## config.mk

```make
export PLATFORM = sky130hd
export DESIGN_NAME = mrc_reset_ctrl
export DESIGN_NICKNAME = d
export VERILOG_FILES = /design/src/core/mrc_pkg.sv /design/src/core/mrc_reset_ctrl.sv
export VERILOG_INCLUDE_DIRS = /design/src /design/src/core
export SDC_FILE = /design/constraint.sdc
export NUM_CORES = 1
export LEC_CHECK = 0
export ABC_AREA = 1
export ABC_CLOCK_PERIOD_IN_PS = 2100
export BUFFER_PORTS_ARGS = -buffer_cell sky130_fd_sc_hd__buf_4
export CORE_AREA = 2 2 97 99
export DETAILED_ROUTE_END_ITERATION = 16
export DIE_AREA = 0 0 99 101
export PLACE_DENSITY = 0.76
export SLEW_MARGIN = 20
export SYNTH_ARGS = -nofsm -noshare
export SYNTH_HDL_FRONTEND = slang
export SYNTH_SLANG_ARGS = --single-unit
```

## constraint.sdc

```tcl
create_clock -name aclk -period 2.1 [get_ports aclk]
set_clock_uncertainty 0.2 [all_clocks]
set_input_delay 0.42 -clock aclk [delete_from_list [all_inputs] [get_ports aclk]]
set_output_delay 0.42 -clock aclk [all_outputs]
set_load 0.02 [all_outputs]
```

## src/core/mrc_map.svh

```systemverilog
`ifndef MRC_MAP_SVH
`define MRC_MAP_SVH

`define MRC_ACLK_PERIOD_NS     10
`define MRC_OFS_LEVEL          8'h00
`define MRC_OFS_CTRL           8'h04
`define MRC_OFS_STATUS         8'h08
`define MRC_OFS_CAUSE          8'h0C
`define MRC_CTRL_KEEP_ON_BIT   7
`define MRC_CTRL_LV_BIT        2
`define MRC_CTRL_LVL_BIT       1
`define MRC_CTRL_WCF_BIT       0
`define MRC_STATUS_TO_BIT      1
`define MRC_STATUS_PDF_BIT     0
`define MRC_LEVEL_POR          8'h55
`define MRC_LEVEL_2V10         8'h55
`define MRC_LEVEL_2V55         8'h33
`define MRC_LEVEL_3V15         8'h99
`define MRC_LEVEL_3V80         8'hAA
`define MRC_RESET_LOW_SPEED_INTERNAL_OSC_TICKS   2'h3
`define MRC_SETTLE_HIGH_SPEED_INTERNAL_OSC_CYC    11'h010
`define MRC_SETTLE_XTAL_CYC    11'h400
`define MRC_SETTLE_LOW_SPEED_INTERNAL_OSC_CYC    11'h002
`define MRC_RESP_OKAY          2'h0
`define MRC_RESP_SLVERR        2'h2

`endif

```

## src/core/mrc_pkg.sv

```systemverilog
package mrc_pkg;

    typedef enum logic [2:0] {
        MRC_ST_POR    = 3'h1,
        MRC_ST_RUN    = 3'h2,
        MRC_ST_SETTLE = 3'h4
    } mrc_fsm_type;

    typedef enum logic [2:0] {
        MRC_CAUSE_NONE     = 3'h0,
        MRC_CAUSE_POR      = 3'h1,
        MRC_CAUSE_LV       = 3'h2,
        MRC_CAUSE_LVL      = 3'h3,
        MRC_CAUSE_WDT_RUN  = 3'h4,
        MRC_CAUSE_WDT_HALT = 3'h5,
        MRC_CAUSE_WCF      = 3'h6
    } mrc_cause_type;

    typedef enum logic [1:0] {
        MRC_SRC_HIGH_SPEED_INTERNAL_OSC = 2'h0,
        MRC_SRC_HXT  = 2'h1,
        MRC_SRC_LXT  = 2'h2,
        MRC_SRC_LOW_SPEED_INTERNAL_OSC = 2'h3
    } mrc_clksrc_type;

    typedef struct packed {
        logic          full_reset;
        logic          pc_sp_clear;
        logic          wdt_clear;
        mrc_cause_type cause;
    } mrc_cmd_type;

    typedef struct packed {
        mrc_fsm_type   fsm;
        logic [7:0]    level;
        logic          keep_on;
        logic          flag_lv;
        logic          flag_lvl;
        logic          flag_wcf;
        logic          to;
        logic          powerdown_flag;
        logic [15:0]   filt;
        logic          pend_lv;
        logic          pend_lvl;
        logic          pend_wcf;
        logic [1:0]    ticks;
        logic [10:0]   settle;
        mrc_cmd_type   cmd;
        mrc_cause_type last_cause;
        logic          run;
        logic          lvm_en;
        logic [1:0]    thr;
        logic          aw_have;
        logic [7:0]    awaddr;
        logic          w_have;
        logic [7:0]    wbyte;
        logic          wlane0;
        logic          awready;
        logic          wready;
        logic          bvalid;
        logic [1:0]    bresp;
        logic          arready;
        logic          rvalid;
        logic [31:0]   rdata;
        logic [1:0]    rresp;
    } mrc_state_type;

endpackage : mrc_pkg

```

## src/core/mrc_reset_ctrl.sv

```systemverilog
// Summary of operation
// Monitor on outside power-down; supply in low band resets device and sets low-voltage flag.
// Low supply acts only after persisting beyond the filter time; shorter dips ignored.
// Level field decodes only 0x55, 0x33, 0x99, 0xAA into four thresholds.
// Any other level code resets after 2~3 slow ticks and reloads power-on value.
// Reset from bad level code sets the level fault flag.
// Genuine low supply resets after 2~3 slow ticks; level register kept.
// Level register powers up as 0x55, the lowest threshold.
// Monitor is off during power-down and back on when leaving it.
// Level fault flag cleared only by software writing zero.
// Control bits 6 to 3 read as zero.
// Watchdog timeout when running gives a full reset and sets timeout flag.
// Watchdog timeout when halted clears only PC and SP, sets timeout flag.
// After halted watchdog wake, wait 16, 1024 or 2 clocks by clock source.
// Power-on clears timeout and power-down flags; other resets update them per cause.
// Power-on clears the watchdog counter and lets it start counting.
// Power-on disables all interrupts and switches timer counters off.
// Power-on sets program counter to zero and stack pointer to top.
// Power-on makes all pins inputs and analog pins converter inputs.
// Bad watchdog control code resets after delay and sets watchdog fault flag.
// All sources merge into one reset pulse with a cause selecting init profile.
//
// Decided for this implementation: the AXI4-Lite slave port and the register addresses.
`timescale 1ns/1ns
`include "mrc_map.svh"
`default_nettype none

module mrc_reset_ctrl
    import mrc_pkg::*;
#(
    parameter int unsigned FILTER_CYC = 16
)
(
    // Clock and reset.
    input  wire logic           aclk,
    input  wire logic           aresetn,
    // Register bus, write channels.
    input  wire logic [7:0]     s_axi_awaddr,
    input  wire logic [2:0]     s_axi_awprot,
    input  wire logic           s_axi_awvalid,
    output logic                s_axi_awready,
    input  wire logic [31:0]    s_axi_wdata,
    input  wire logic [3:0]     s_axi_wstrb,
    input  wire logic           s_axi_wvalid,
    output logic                s_axi_wready,
    output logic [1:0]          s_axi_bresp,
    output logic                s_axi_bvalid,
    input  wire logic           s_axi_bready,
    // Register bus, read channels.
    input  wire logic [7:0]     s_axi_araddr,
    input  wire logic [2:0]     s_axi_arprot,
    input  wire logic           s_axi_arvalid,
    output logic                s_axi_arready,
    output logic [31:0]         s_axi_rdata,
    output logic [1:0]          s_axi_rresp,
    output logic                s_axi_rvalid,
    input  wire logic           s_axi_rready,
    // Analog monitor, oscillator and watchdog side.
    input  wire logic           low_supply,
    input  wire logic           low_speed_internal_osc_tick,
    input  wire logic           wdt_timeout,
    input  wire logic           wdt_ctrl_fault,
    input  wire logic           halted,
    input  wire logic           powerdown,
    input  wire mrc_clksrc_type sysclk_src,
    // Core side.
    output mrc_cmd_type         rst_cmd,
    output logic                core_run,
    output logic                lvm_enable,
    output logic [1:0]          threshold_sel,
    output logic                idle_sysclk_keep_on
);

    initial
    begin
        if (FILTER_CYC < 1 || FILTER_CYC > 65535)
        begin
            $error("FILTER_CYC must lie in 1..65535.");
        end
    end

    localparam logic [15:0] FILT_MAX = 16'(FILTER_CYC);

    mrc_state_type q;
    mrc_state_type d;
    logic          lvl_valid;
    logic          lv_event;
    logic          fire;
    logic          wr_go;
    logic          wr_ctrl;
    logic [2:0]    flag_set;
    logic [2:0]    flag_clr;

    always_comb
    begin
        d = q;
        d.cmd = '{full_reset: 1'b0, pc_sp_clear: 1'b0, wdt_clear: 1'b0,
                  cause: MRC_CAUSE_NONE};
        flag_set = 3'h0;
        flag_clr = 3'h0;

        // The threshold decode is registered so the analog side never sees a glitch.
        lvl_valid = 1'b1;
        unique case (q.level)
            `MRC_LEVEL_2V10: d.thr = 2'h0;
            `MRC_LEVEL_2V55: d.thr = 2'h1;
            `MRC_LEVEL_3V15: d.thr = 2'h2;
            `MRC_LEVEL_3V80: d.thr = 2'h3;
            default:
            begin
                d.thr = q.thr;
                lvl_valid = 1'b0;
            end
        endcase

        d.lvm_en = !powerdown;
        lv_event = 1'b0;
        if (powerdown || !low_supply)
        begin
            d.filt = 16'h0000;
        end
        else if (q.filt < FILT_MAX)
        begin
            d.filt = q.filt + 16'h0001;
            lv_event = (d.filt == FILT_MAX);
        end

        if (q.fsm != MRC_ST_POR)
        begin
            if (lv_event)
            begin
                d.pend_lv = 1'b1;
            end
            if (!lvl_valid)
            begin
                d.pend_lvl = 1'b1;
            end
            if (wdt_ctrl_fault)
            begin
                d.pend_wcf = 1'b1;
            end
        end

        // The delay counts whole slow ticks, so it lasts between two and three periods.
        fire = 1'b0;
        if (q.pend_lv || q.pend_lvl || q.pend_wcf)
        begin
            if (low_speed_internal_osc_tick)
            begin
                d.ticks = q.ticks + 2'h1;
                fire = (d.ticks == `MRC_RESET_LOW_SPEED_INTERNAL_OSC_TICKS);
            end
        end
        else
        begin
            d.ticks = 2'h0;
        end

        unique case (q.fsm)
            MRC_ST_POR:
            begin
                d.cmd.full_reset = 1'b1;
                d.cmd.pc_sp_clear = 1'b1;
                d.cmd.wdt_clear = 1'b1;
                d.cmd.cause = MRC_CAUSE_POR;
                d.to = 1'b0;
                d.powerdown_flag = 1'b0;
                d.run = 1'b1;
                d.fsm = MRC_ST_RUN;
            end
            MRC_ST_RUN:
            begin
                if (fire)
                begin
                    d.cmd.full_reset = 1'b1;
                    d.cmd.pc_sp_clear = 1'b1;
                    d.cmd.wdt_clear = 1'b1;
                    d.keep_on = 1'b0;
                    if (q.pend_lvl)
                    begin
                        d.cmd.cause = MRC_CAUSE_LVL;
                        d.level = `MRC_LEVEL_POR;
                    end
                    else if (q.pend_wcf)
                    begin
                        d.cmd.cause = MRC_CAUSE_WCF;
                    end
                    else
                    begin
                        d.cmd.cause = MRC_CAUSE_LV;
                    end
                    flag_set = {q.pend_lv, q.pend_lvl, q.pend_wcf};
                    d.pend_lv = 1'b0;
                    d.pend_lvl = 1'b0;
                    d.pend_wcf = 1'b0;
                    d.ticks = 2'h0;
                end
                else if (wdt_timeout && !halted)
                begin
                    d.cmd.full_reset = 1'b1;
                    d.cmd.pc_sp_clear = 1'b1;
                    d.cmd.wdt_clear = 1'b1;
                    d.cmd.cause = MRC_CAUSE_WDT_RUN;
                    d.keep_on = 1'b0;
                    d.to = 1'b1;
                end
                else if (wdt_timeout && halted)
                begin
                    d.cmd.pc_sp_clear = 1'b1;
                    d.cmd.cause = MRC_CAUSE_WDT_HALT;
                    d.to = 1'b1;
                    d.powerdown_flag = 1'b1;
                    d.run = 1'b0;
                    d.fsm = MRC_ST_SETTLE;
                    unique case (sysclk_src)
                        MRC_SRC_HIGH_SPEED_INTERNAL_OSC: d.settle = `MRC_SETTLE_HIGH_SPEED_INTERNAL_OSC_CYC;
                        MRC_SRC_HXT:  d.settle = `MRC_SETTLE_XTAL_CYC;
                        MRC_SRC_LXT:  d.settle = `MRC_SETTLE_XTAL_CYC;
                        MRC_SRC_LOW_SPEED_INTERNAL_OSC: d.settle = `MRC_SETTLE_LOW_SPEED_INTERNAL_OSC_CYC;
                    endcase
                end
            end
            MRC_ST_SETTLE:
            begin
                d.settle = q.settle - 11'h001;
                if (q.settle == 11'h001)
                begin
                    d.run = 1'b1;
                    d.fsm = MRC_ST_RUN;
                end
            end
        endcase
        if (d.cmd.cause != MRC_CAUSE_NONE)
        begin
            d.last_cause = d.cmd.cause;
        end

        // Register bus: address and data are caught in either order.
        if (s_axi_awvalid && q.awready)
        begin
            d.aw_have = 1'b1;
            d.awaddr = s_axi_awaddr;
        end
        if (s_axi_wvalid && q.wready)
        begin
            d.w_have = 1'b1;
            d.wbyte = s_axi_wdata[7:0];
            d.wlane0 = s_axi_wstrb[0];
        end
        if (s_axi_bready && q.bvalid)
        begin
            d.bvalid = 1'b0;
        end
        wr_go = q.aw_have && q.w_have && !q.bvalid;
        wr_ctrl = wr_go && q.wlane0 && (q.awaddr == `MRC_OFS_CTRL);
        if (wr_go)
        begin
            d.aw_have = 1'b0;
            d.w_have = 1'b0;
            d.bvalid = 1'b1;
            d.bresp = `MRC_RESP_OKAY;
            // A level write that lands with a same-cycle full reset is dropped; the reset owns the level.
            if (q.awaddr == `MRC_OFS_LEVEL && q.wlane0 && !d.cmd.full_reset)
            begin
                d.level = q.wbyte;
            end
            else if (wr_ctrl)
            begin
                d.keep_on = q.wbyte[`MRC_CTRL_KEEP_ON_BIT];
                flag_clr = ~q.wbyte[2:0];
            end
            else if (q.awaddr != `MRC_OFS_LEVEL && q.awaddr != `MRC_OFS_CTRL
                     && q.awaddr != `MRC_OFS_STATUS && q.awaddr != `MRC_OFS_CAUSE)
            begin
                d.bresp = `MRC_RESP_SLVERR;
            end
        end
        // Hardware set wins over a software clear in the same cycle.
        d.flag_lv = (q.flag_lv && !flag_clr[2]) || flag_set[2];
        d.flag_lvl = (q.flag_lvl && !flag_clr[1]) || flag_set[1];
        d.flag_wcf = (q.flag_wcf && !flag_clr[0]) || flag_set[0];
        d.awready = !d.aw_have;
        d.wready = !d.w_have;

        if (s_axi_rready && q.rvalid)
        begin
            d.rvalid = 1'b0;
        end
        if (s_axi_arvalid && q.arready)
        begin
            d.rvalid = 1'b1;
            d.rresp = `MRC_RESP_OKAY;
            d.rdata = 32'h0000_0000;
            unique case (s_axi_araddr)
                `MRC_OFS_LEVEL:  d.rdata[7:0] = q.level;
                `MRC_OFS_CTRL:   d.rdata[7:0] = {q.keep_on, 4'h0, q.flag_lv,
                                                 q.flag_lvl, q.flag_wcf};
                `MRC_OFS_STATUS: d.rdata[1:0] = {q.to, q.powerdown_flag};
                `MRC_OFS_CAUSE:  d.rdata[2:0] = q.last_cause;
                default:         d.rresp = `MRC_RESP_SLVERR;
            endcase
        end
        d.arready = !d.rvalid;
    end

    always_ff @(posedge aclk)
    begin
        if (!aresetn)
        begin
            q <= '0;
            q.fsm <= MRC_ST_POR;
            q.level <= `MRC_LEVEL_POR;
            q.lvm_en <= 1'b1;
            q.cmd.cause <= MRC_CAUSE_NONE;
            q.last_cause <= MRC_CAUSE_NONE;
        end
        else
        begin
            q <= d;
        end
    end

    assign s_axi_awready = q.awready;
    assign s_axi_wready = q.wready;
    assign s_axi_bvalid = q.bvalid;
    assign s_axi_bresp = q.bresp;
    assign s_axi_arready = q.arready;
    assign s_axi_rvalid = q.rvalid;
    assign s_axi_rdata = q.rdata;
    assign s_axi_rresp = q.rresp;
    assign rst_cmd = q.cmd;
    assign core_run = q.run;
    assign lvm_enable = q.lvm_en;
    assign threshold_sel = q.thr;
    assign idle_sysclk_keep_on = q.keep_on;
endmodule : mrc_reset_ctrl

`default_nettype wire

```

# Word-level counts from Yosys, hierarchy flattened
# Index checks and enable logic that the tools add are counted.
# op_classes
n_reduce_logical	53
eq_ne	26
order_cmp	1
addsub	3
n_mux	72
bitwise	2
# ops
op	count
$mux 3	15
$mux 35	1
$mux 11	3
$pmux 11 s3	1
$mux 9	3
$mux 1	25
$mux 8	3
$pmux 11 s2	1
$logic_and 1x1->1	19
$add 16x1->16 const B	1
$eq 16x5->1 const B	1
$eq 8x3->1 const B	2
$eq 8x4->1 const B	2
$eq 8x8->1 const B	2
$logic_not 8->1	2
$lt 16x5->1 const B	1
$mux 2	8
$ne 8x4->1 const B	2
$pmux 2 s4	2
$pmux 6 s2	1
$reduce_and 4->1	3
$eq 11x1->1 const B	1
$logic_not 1->1	11
$sub 11x1->11 const B	1
30 further kinds	46
# totals
output_inout_bits	52
reg_bits	98
word_cells	192
input_bits	73

# Logic depth before layout (Yosys ltp)
# Gate-level depths: netlist (run 1).
# depth
ltp_word	13
ltp_mapped	13
ltp_nobuf	12

# Worst setup path after synthesis (run 1)
# OpenSTA, ideal clock, no wires.
# synth_path
path_type	register to register
startpoint	reg q[120] in the netlist's numbering
endpoint	reg q[74] in the netlist's numbering
t_required_ns	1.782
path_stages_with_launch	8
slack_ns	0.418
period_less_slack_ns	1.682
n_path_buf	0
setup_time_ns	0.118
t_arrival_ns	1.365
path_cell_list	dfxtp_1 inv_2 nor3_4 nand3_4 nand2_4 inv_2 o21ai_1 a21oi_1
# synth_between
elab_chain_cells	3
word_cells_on_any_way	8
cone_classes	eq/ne: 5; mux: 1; reduce/logical: 2
# synth_lines
item	line_no	source
start, declared	mrc_reset_ctrl.sv:84	mrc_state_type q;
$eq 3x2->1 or $eq 3x3->1 (tied branches)	mrc_reset_ctrl.sv:159	unique case (q.fsm)
$ne 2x2->1 (no source line) or $reduce_bool 2->1 (tied branches)	-	
$reduce_and 4->1 (no source line)	-	
# Parallel ways exist; a longest one is shown, timed or not.
# A chain may end at the register's enable or synchronous reset.

# Final worst setup path (run 1)
# layout_path
startpoint	reg q[84] in the netlist's numbering
endpoint	reg q[114] in the netlist's numbering
# layout_between
elab_chain_cells	10
word_cells_on_any_way	12
cone_classes	add/sub: 1; eq/ne: 1; mux: 8; reduce/logical: 2
# layout_lines
item	line_no	source
$add 2x1->2 (*)	mrc_reset_ctrl.sv:150	d.ticks = q.ticks + 2'h1;
$eq 2x2->1 (no source line) (*)	-	
$mux 1 (*)	mrc_reset_ctrl.sv:148	if (low_speed_internal_osc_tick)
$mux 1 (*)	mrc_reset_ctrl.sv:146	if (q.pend_lv || q.pend_lvl || q.pend_wcf)
$mux 6	mrc_reset_ctrl.sv:173	if (fire)
$pmux 6 s2	mrc_reset_ctrl.sv:159	
$logic_not 1->1	mrc_reset_ctrl.sv:263	if (q.awaddr == `MRC_OFS_LEVEL && q.wlane0 && !d.cmd.full_reset)
$logic_and 1x1->1	mrc_reset_ctrl.sv:263	
$mux 8	mrc_reset_ctrl.sv:263	
$mux 9 (*)	mrc_reset_ctrl.sv:256	if (wr_go)
# Every way passes the cells marked *; elsewhere a longest branch is shown, timed or not.

==> results of run 1 <==
## worst paths after layout
| kind | from | end | slack, ns | depth (start not counted) |
|---|---|---|---|---|
| max | q[84] | q[114] | 0.28 | 12 |
| min | powerdown | lvm_enable | 0.03 | 2 |
| max reg2reg | q[84] | q[114] | 0.28 | 12 |
| min reg2reg | q[97] | q[97] | 0.23 | 2 |
## critical path, cell delays in order (launching register included)
cell and delay, ns:
dfxtp_1 0.34, inv_1 0.06, ha_1 0.19, nand2_1 0.09, inv_1 0.08, nand2_4 0.13, nand2_4 0.06, nand2_4 0.07
nand2_4 0.07, nor2_4 0.25, nand2_1 0.08, nand2_1 0.07, nor2_1 0.04
## cell families after synthesis
logic type / Yosys count / share of synthesized area
other: 1 / 0.000852
XOR/XNOR: 3 / 0.00597
AND/OR/NAND/NOR: 290 / 0.291
adder cells (fa/ha/maj): 6 / 0.0170
flip-flops: 94 / 0.427
AO/OA/AOI/OAI: 86 / 0.102
buffers and inverters: 132 / 0.156
## metal layers
layer | vias to the layer above | wire length (um)
li1 | 1955 | -
met1 | 1668 | 3980
met2 | 120 | 4060
met3 | 17 | 511
met4 | 0 | 190
met5 | - | 0
## registers in the layout (all words and copies together), names as in the netlist
register and cells:
idle_sysclk_keep_on 1, lvm_enable 1, q 70, rst_cmd 5, s_axi_arready 1, s_axi_awready 1, s_axi_bresp 1, s_axi_bvalid 1
s_axi_rdata 8, s_axi_rresp 1, s_axi_rvalid 1, s_axi_wready 1, threshold_sel 2
## report_power, final
part	internal [uW]	switching, uW	total (uW)	leakage (uW)
sequential	1840	33.8	1870	0.000765
clock	821	609	1430	0.000119
combinational	147	246	393	0.00143
total	2810	889	3700	0.00232
## stage by stage
step	utilization	cell area (um^2)	instances	setup slack [ns]	hold slack [ns]
after floorplan	-	4500	637	0.418	0.208
after global placement	0.531	4770	764	0.328	0.216
after detailed placement	0.531	4770	764	0.273	0.219
after CTS	0.558	5010	779	0.252	0.0214
after global routing	0.558	5010	779	0.123	0.0257
final	0.558	5010	779	0.279	0.0313
## final cells by class
type | instances | share of cell area
flip-flops and latches | 94 | 0.375
clock buffers | 10 | 0.0275
repair buffers | 70 | 0.105
multi-input cells | 411 | 0.385
well taps | 111 | 0.0277
inverters | 78 | 0.0584
clock inverters | 5 | 0.0212
## layout by cell type, fill, tap and decap left out, drive strengths merged
cell	synthesis	final
o211ai	1	1
clkinv	2	2
clkinvlp	0	1
or2	4	4
o21ai	36	36
nand3b	1	1
buf	46	70
nor2	103	103
xor2	2	2
nand4	8	8
dfxtp	94	94
ha	6	6
nor3	6	6
xnor2	1	1
a31oi	1	1
clkbuf	8	10
o22ai	4	4
bufinv	0	3
conb	1	26
nand2	128	128
a21oi	44	44
nand3	40	40
inv	76	77
==> qor.yml, run 1 <==
p_leak_uw: 0.00232
worstSetupPathType: "flip-flop to flip-flop"
ys_top_cells_by_area: "dfxtp_1, nand2_1, nor2_1"
drt-wirelength-per-cell_um: 11.2
port_buffers: 65
post-synth-top-area-cell: "dfxtp_1"
ios: 125
endpoint_kind: "flip-flop"
antenna_found_initial: 0
cts_inserted_buffers: 9
netlist.area_leader.share: 0.427
syn_avg_cell_area_um2: 7.19
period_share: 0.867
register_area_um2: 1880
gp_congestion: 0.860
cp-start-kind: "flip-flop"
grt.busiest_layer: "met2"
root_buffer: "clkbuf_8"
die_h_um: 101
max-cap-violations: 0
synth_enable_flop_cells: 0
synth_commonest_cells: "nand2_1, nor2_1, dfxtp_1"
ys_seq_area_frac: 0.427
finalSetupTns_ns: 0
ir_worst_vdd_v: 0.000490
start_util: 0.490
grtUsageTotal: 0.182
htree_num_levels: 3
ant_nets: 0
finalPower_uw: 3700
via_per_inst: 4.83
clock_path_buffers: 2
tritoncts: "built"
final_nets: 743
synth_area_um2: 4400
cts_setup_buffers: 0
drive_gt1_frac: 0.166
p_per_area_nw_per_um2: 737
cts.sinks: 94
firstDrtPassIters: 5
path_clk_slew_ns: 0.08
cts_resized: 0
grt.met1_usage: 0.235
setup_viol: 0
first_global_vias: 3507
hold_viol_final: 0
row_count: 35
ys_types: 32
fillers: 874
worst_ep_arrival_time_ns: 1.88
drc_errors: 0
ys_warn_count: 0
area_growth_pct: 13.8
die_w_um: 99
grt_max_degree: 35
hold_class: "input pin to flip-flop"
synth-seq-cells: 94
grtUsageMet3: 0.0270
final.min_clock_period_ns: 1.82
core_area_um2: 8980
maxSlewViolCount: 0
use_met2: 0.300
rsz0062_at_grt: "no"
grt_pass1_wl_mm: 14.9
async_flop_share: 0
required_ns: 2.16
ctsHoldBuffers: 0
fmax_ghz: 0.549
antennaDiodeCount: 0
cp_max_fo: 12
wirelength_mm: 8.74
vias: 3760
clk_latency_ns: 0.36
drt_iter0_drc: 176
netlist_instances: 612
synthFlopType: "dfxtp_1"
dp_hpwl_mm: 6.71
dieArea_um2: 10000
yosysMostFrequentCell: "nand2_1"
grt_overflow_total: 0
outcome: "completed"
multiInputGateArea_um2: 1930
No activity file was read; power rests on OpenSTA's default activity.
==> inputs of run 2 (changes only) <==
--- a/config.mk
+++ b/config.mk
@@ -9,10 +9,10 @@
 export ABC_AREA = 1
 export ABC_CLOCK_PERIOD_IN_PS = 2100
 export BUFFER_PORTS_ARGS = -buffer_cell sky130_fd_sc_hd__buf_4
-export CORE_AREA = 2 2 97 99
+export CORE_AREA = 2 2 102 104
 export DETAILED_ROUTE_END_ITERATION = 16
-export DIE_AREA = 0 0 99 101
-export PLACE_DENSITY = 0.76
+export DIE_AREA = 0 0 104 106
+export PLACE_DENSITY = 0.7
 export SLEW_MARGIN = 20
 export SYNTH_ARGS = -nofsm -noshare
 export SYNTH_HDL_FRONTEND = slang
==> qor.yml, run 2 (synthesis results as in run 1) <==
outcome: "completed"  # unchanged
antennaDiodeCount: 0  # unchanged
finalNonFillerCells: 805  # was 779
root_buffer: "clkbuf_8"  # unchanged
final_nets: 743  # unchanged
pre_cts_ws_ns: 0.290  # was 0.273 ns
r2r_end: "q[114]"  # unchanged
path_clk_slew_ns: 0.10  # was 0.08 ns
tritoncts: "built"  # unchanged
via_per_inst: 4.68  # was 4.83
hold_class: "input pin to flip-flop"  # unchanged
core_area_um2: 10000  # was 8980 um^2
grtUsageTotal: 0.163  # was 0.182
cts_inserted_buffers: 9  # unchanged
worstSetupPathType: "flip-flop to flip-flop"  # unchanged
dpl.cell_count: 789  # was 764
ctsHoldBuffers: 0  # unchanged
ir_worst_vdd_v: 0.000528  # was 0.000490 V
max-cap-violations: 0  # unchanged
final_core_util: 0.502  # was 0.558
hold_viol_final: 0  # unchanged
vias: 3770  # was 3,760
worst_ep_arrival_time_ns: 1.89  # was 1.88 ns
ios: 125  # unchanged
grt_pass1_wl_mm: 15.0  # was 14.9 mm
grt_max_degree: 23  # was 35
wl_met3_um: 483  # was 511 um
die_h_um: 106  # was 101 um
wirelength_mm: 8.78  # was 8.74 mm
maxSlewViolCount: 0  # unchanged
maxUsedRoutingLayer: "met4"  # unchanged
ant_nets: 0  # unchanged
reg2reg_from: "q[84]"  # unchanged
p_per_area_nw_per_um2: 714  # was 737 nW/um^2
required_ns: 2.17  # was 2.16 ns
routed-wl-met2_mm: 3.99  # was 4.06 mm
r2r_slack_ns: 0.28  # about the same
clk_latency_ns: 0.37  # was 0.36 ns
start_util: 0.440  # was 0.490
cp-start-kind: "flip-flop"  # unchanged
setup_viol: 0  # unchanged
drive_gt1_frac: 0.167  # was 0.166
max_flop_register: "q"  # unchanged
grt_overflow_total: 0  # unchanged
fmax_ghz: 0.548  # was 0.549 GHz
drt-wirelength-per-cell_um: 10.9  # was 11.2 um
holdWs_ns: 0.0132  # was 0.0313 ns
largest_reg_flops: 70  # unchanged
fillers: 978  # was 874
cp-startpoint: "q[84]"  # unchanged
drt_iter0_drc: 143  # was 176
endpoint: "q[114]"  # unchanged
period_share: 0.868  # was 0.867
mostFrequentLayoutCell: "nand2_1"  # unchanged
met1_length_mm: 4.21  # was 3.98 mm
whs_path_depth: 2  # unchanged
gp_congestion: 0.846  # was 0.860
p_leak_uw: 0.00231  # was 0.00232 uW
dieArea_um2: 11000  # was 10000 um^2
drc_errors: 0  # unchanged
cts_setup_buffers: 0  # unchanged
clock_path_buffers: 2  # unchanged
firstDrtPassIters: 4  # was 5
cts_resized: 0  # unchanged
rsz0062_at_grt: "no"  # unchanged
area_growth_pct: 14.0  # was 13.8%
first_global_vias: 3370  # was 3,507
die_w_um: 104  # was 99 um
htree_num_levels: 3  # unchanged
reg2regPathDepth: 12  # unchanged
endpoint_kind: "flip-flop"  # unchanged
final_cell_mix: "nand2_1, nor2_1, dfxtp_1"  # unchanged
cp_max_fo: 12  # unchanged
cts.sinks: 94  # unchanged
finalSetupTns_ns: 0  # unchanged
antenna_found_initial: 0  # unchanged
row_count: 37  # was 35
port_buffers: 65  # unchanged
final.min_clock_period_ns: 1.82  # about the same
fin_ws_ns: 0.276  # was 0.279 ns
dp_hpwl_mm: 6.64  # was 6.71 mm
## run 2: worst min path at each step
stage | start | end
after global placement | q[98] | q[98]
after global routing | powerdown | lvm_enable
after CTS | powerdown | lvm_enable
after floorplan | q[102] | q[102]
final | powerdown | lvm_enable
after detailed placement | q[101] | q[101]
## run 2: report_power, final
part	total, uW	internal (uW)	switching (uW)
clock network	1310	597	717
registers	1870	1840	34.1
logic	393	147	246
total	3580	2580	998
## run 2: critical path, stage by stage, from the launching register on
cell	delay (ns)
dfxtp_1	0.34
inv_1	0.06
ha_1	0.18
nand2_1	0.08
inv_1	0.08
nand2_4	0.13
nand2_4	0.06
nand2_4	0.07
nand2_4	0.07
nor2_4	0.26
nand2_1	0.09
nand2_1	0.07
nor2_1	0.04
## run 2: per-stage QoR
step,cell area [um^2],power (uW)
CTS,5020,3610
detailed placement,4800,2310
floorplan,4500,2210
finish,5020,3580
global placement,4800,2300
global route,5020,3740
## run 2: routing by layer
metal / vias to the layer above / global-route usage
li1: 1958 / -
met1: 1691 / 0.213
met2: 113 / 0.263
met3: 8 / 0.0405
met4: 0 / 0.0598
met5: - / 0
## run 2: final cells by class
| class | instances | area (um^2) | area share |
|---|---|---|---|
| flip-flops and latches | 94 | 1880 | 0.375 |
| clock buffers | 9 | 124 | 0.0247 |
| repair buffers | 70 | 526 | 0.105 |
| clock inverters | 7 | 95.1 | 0.0189 |
| well taps | 136 | 170 | 0.0339 |
| inverters | 78 | 293 | 0.0583 |
| multi-input cells | 411 | 1930 | 0.384 |
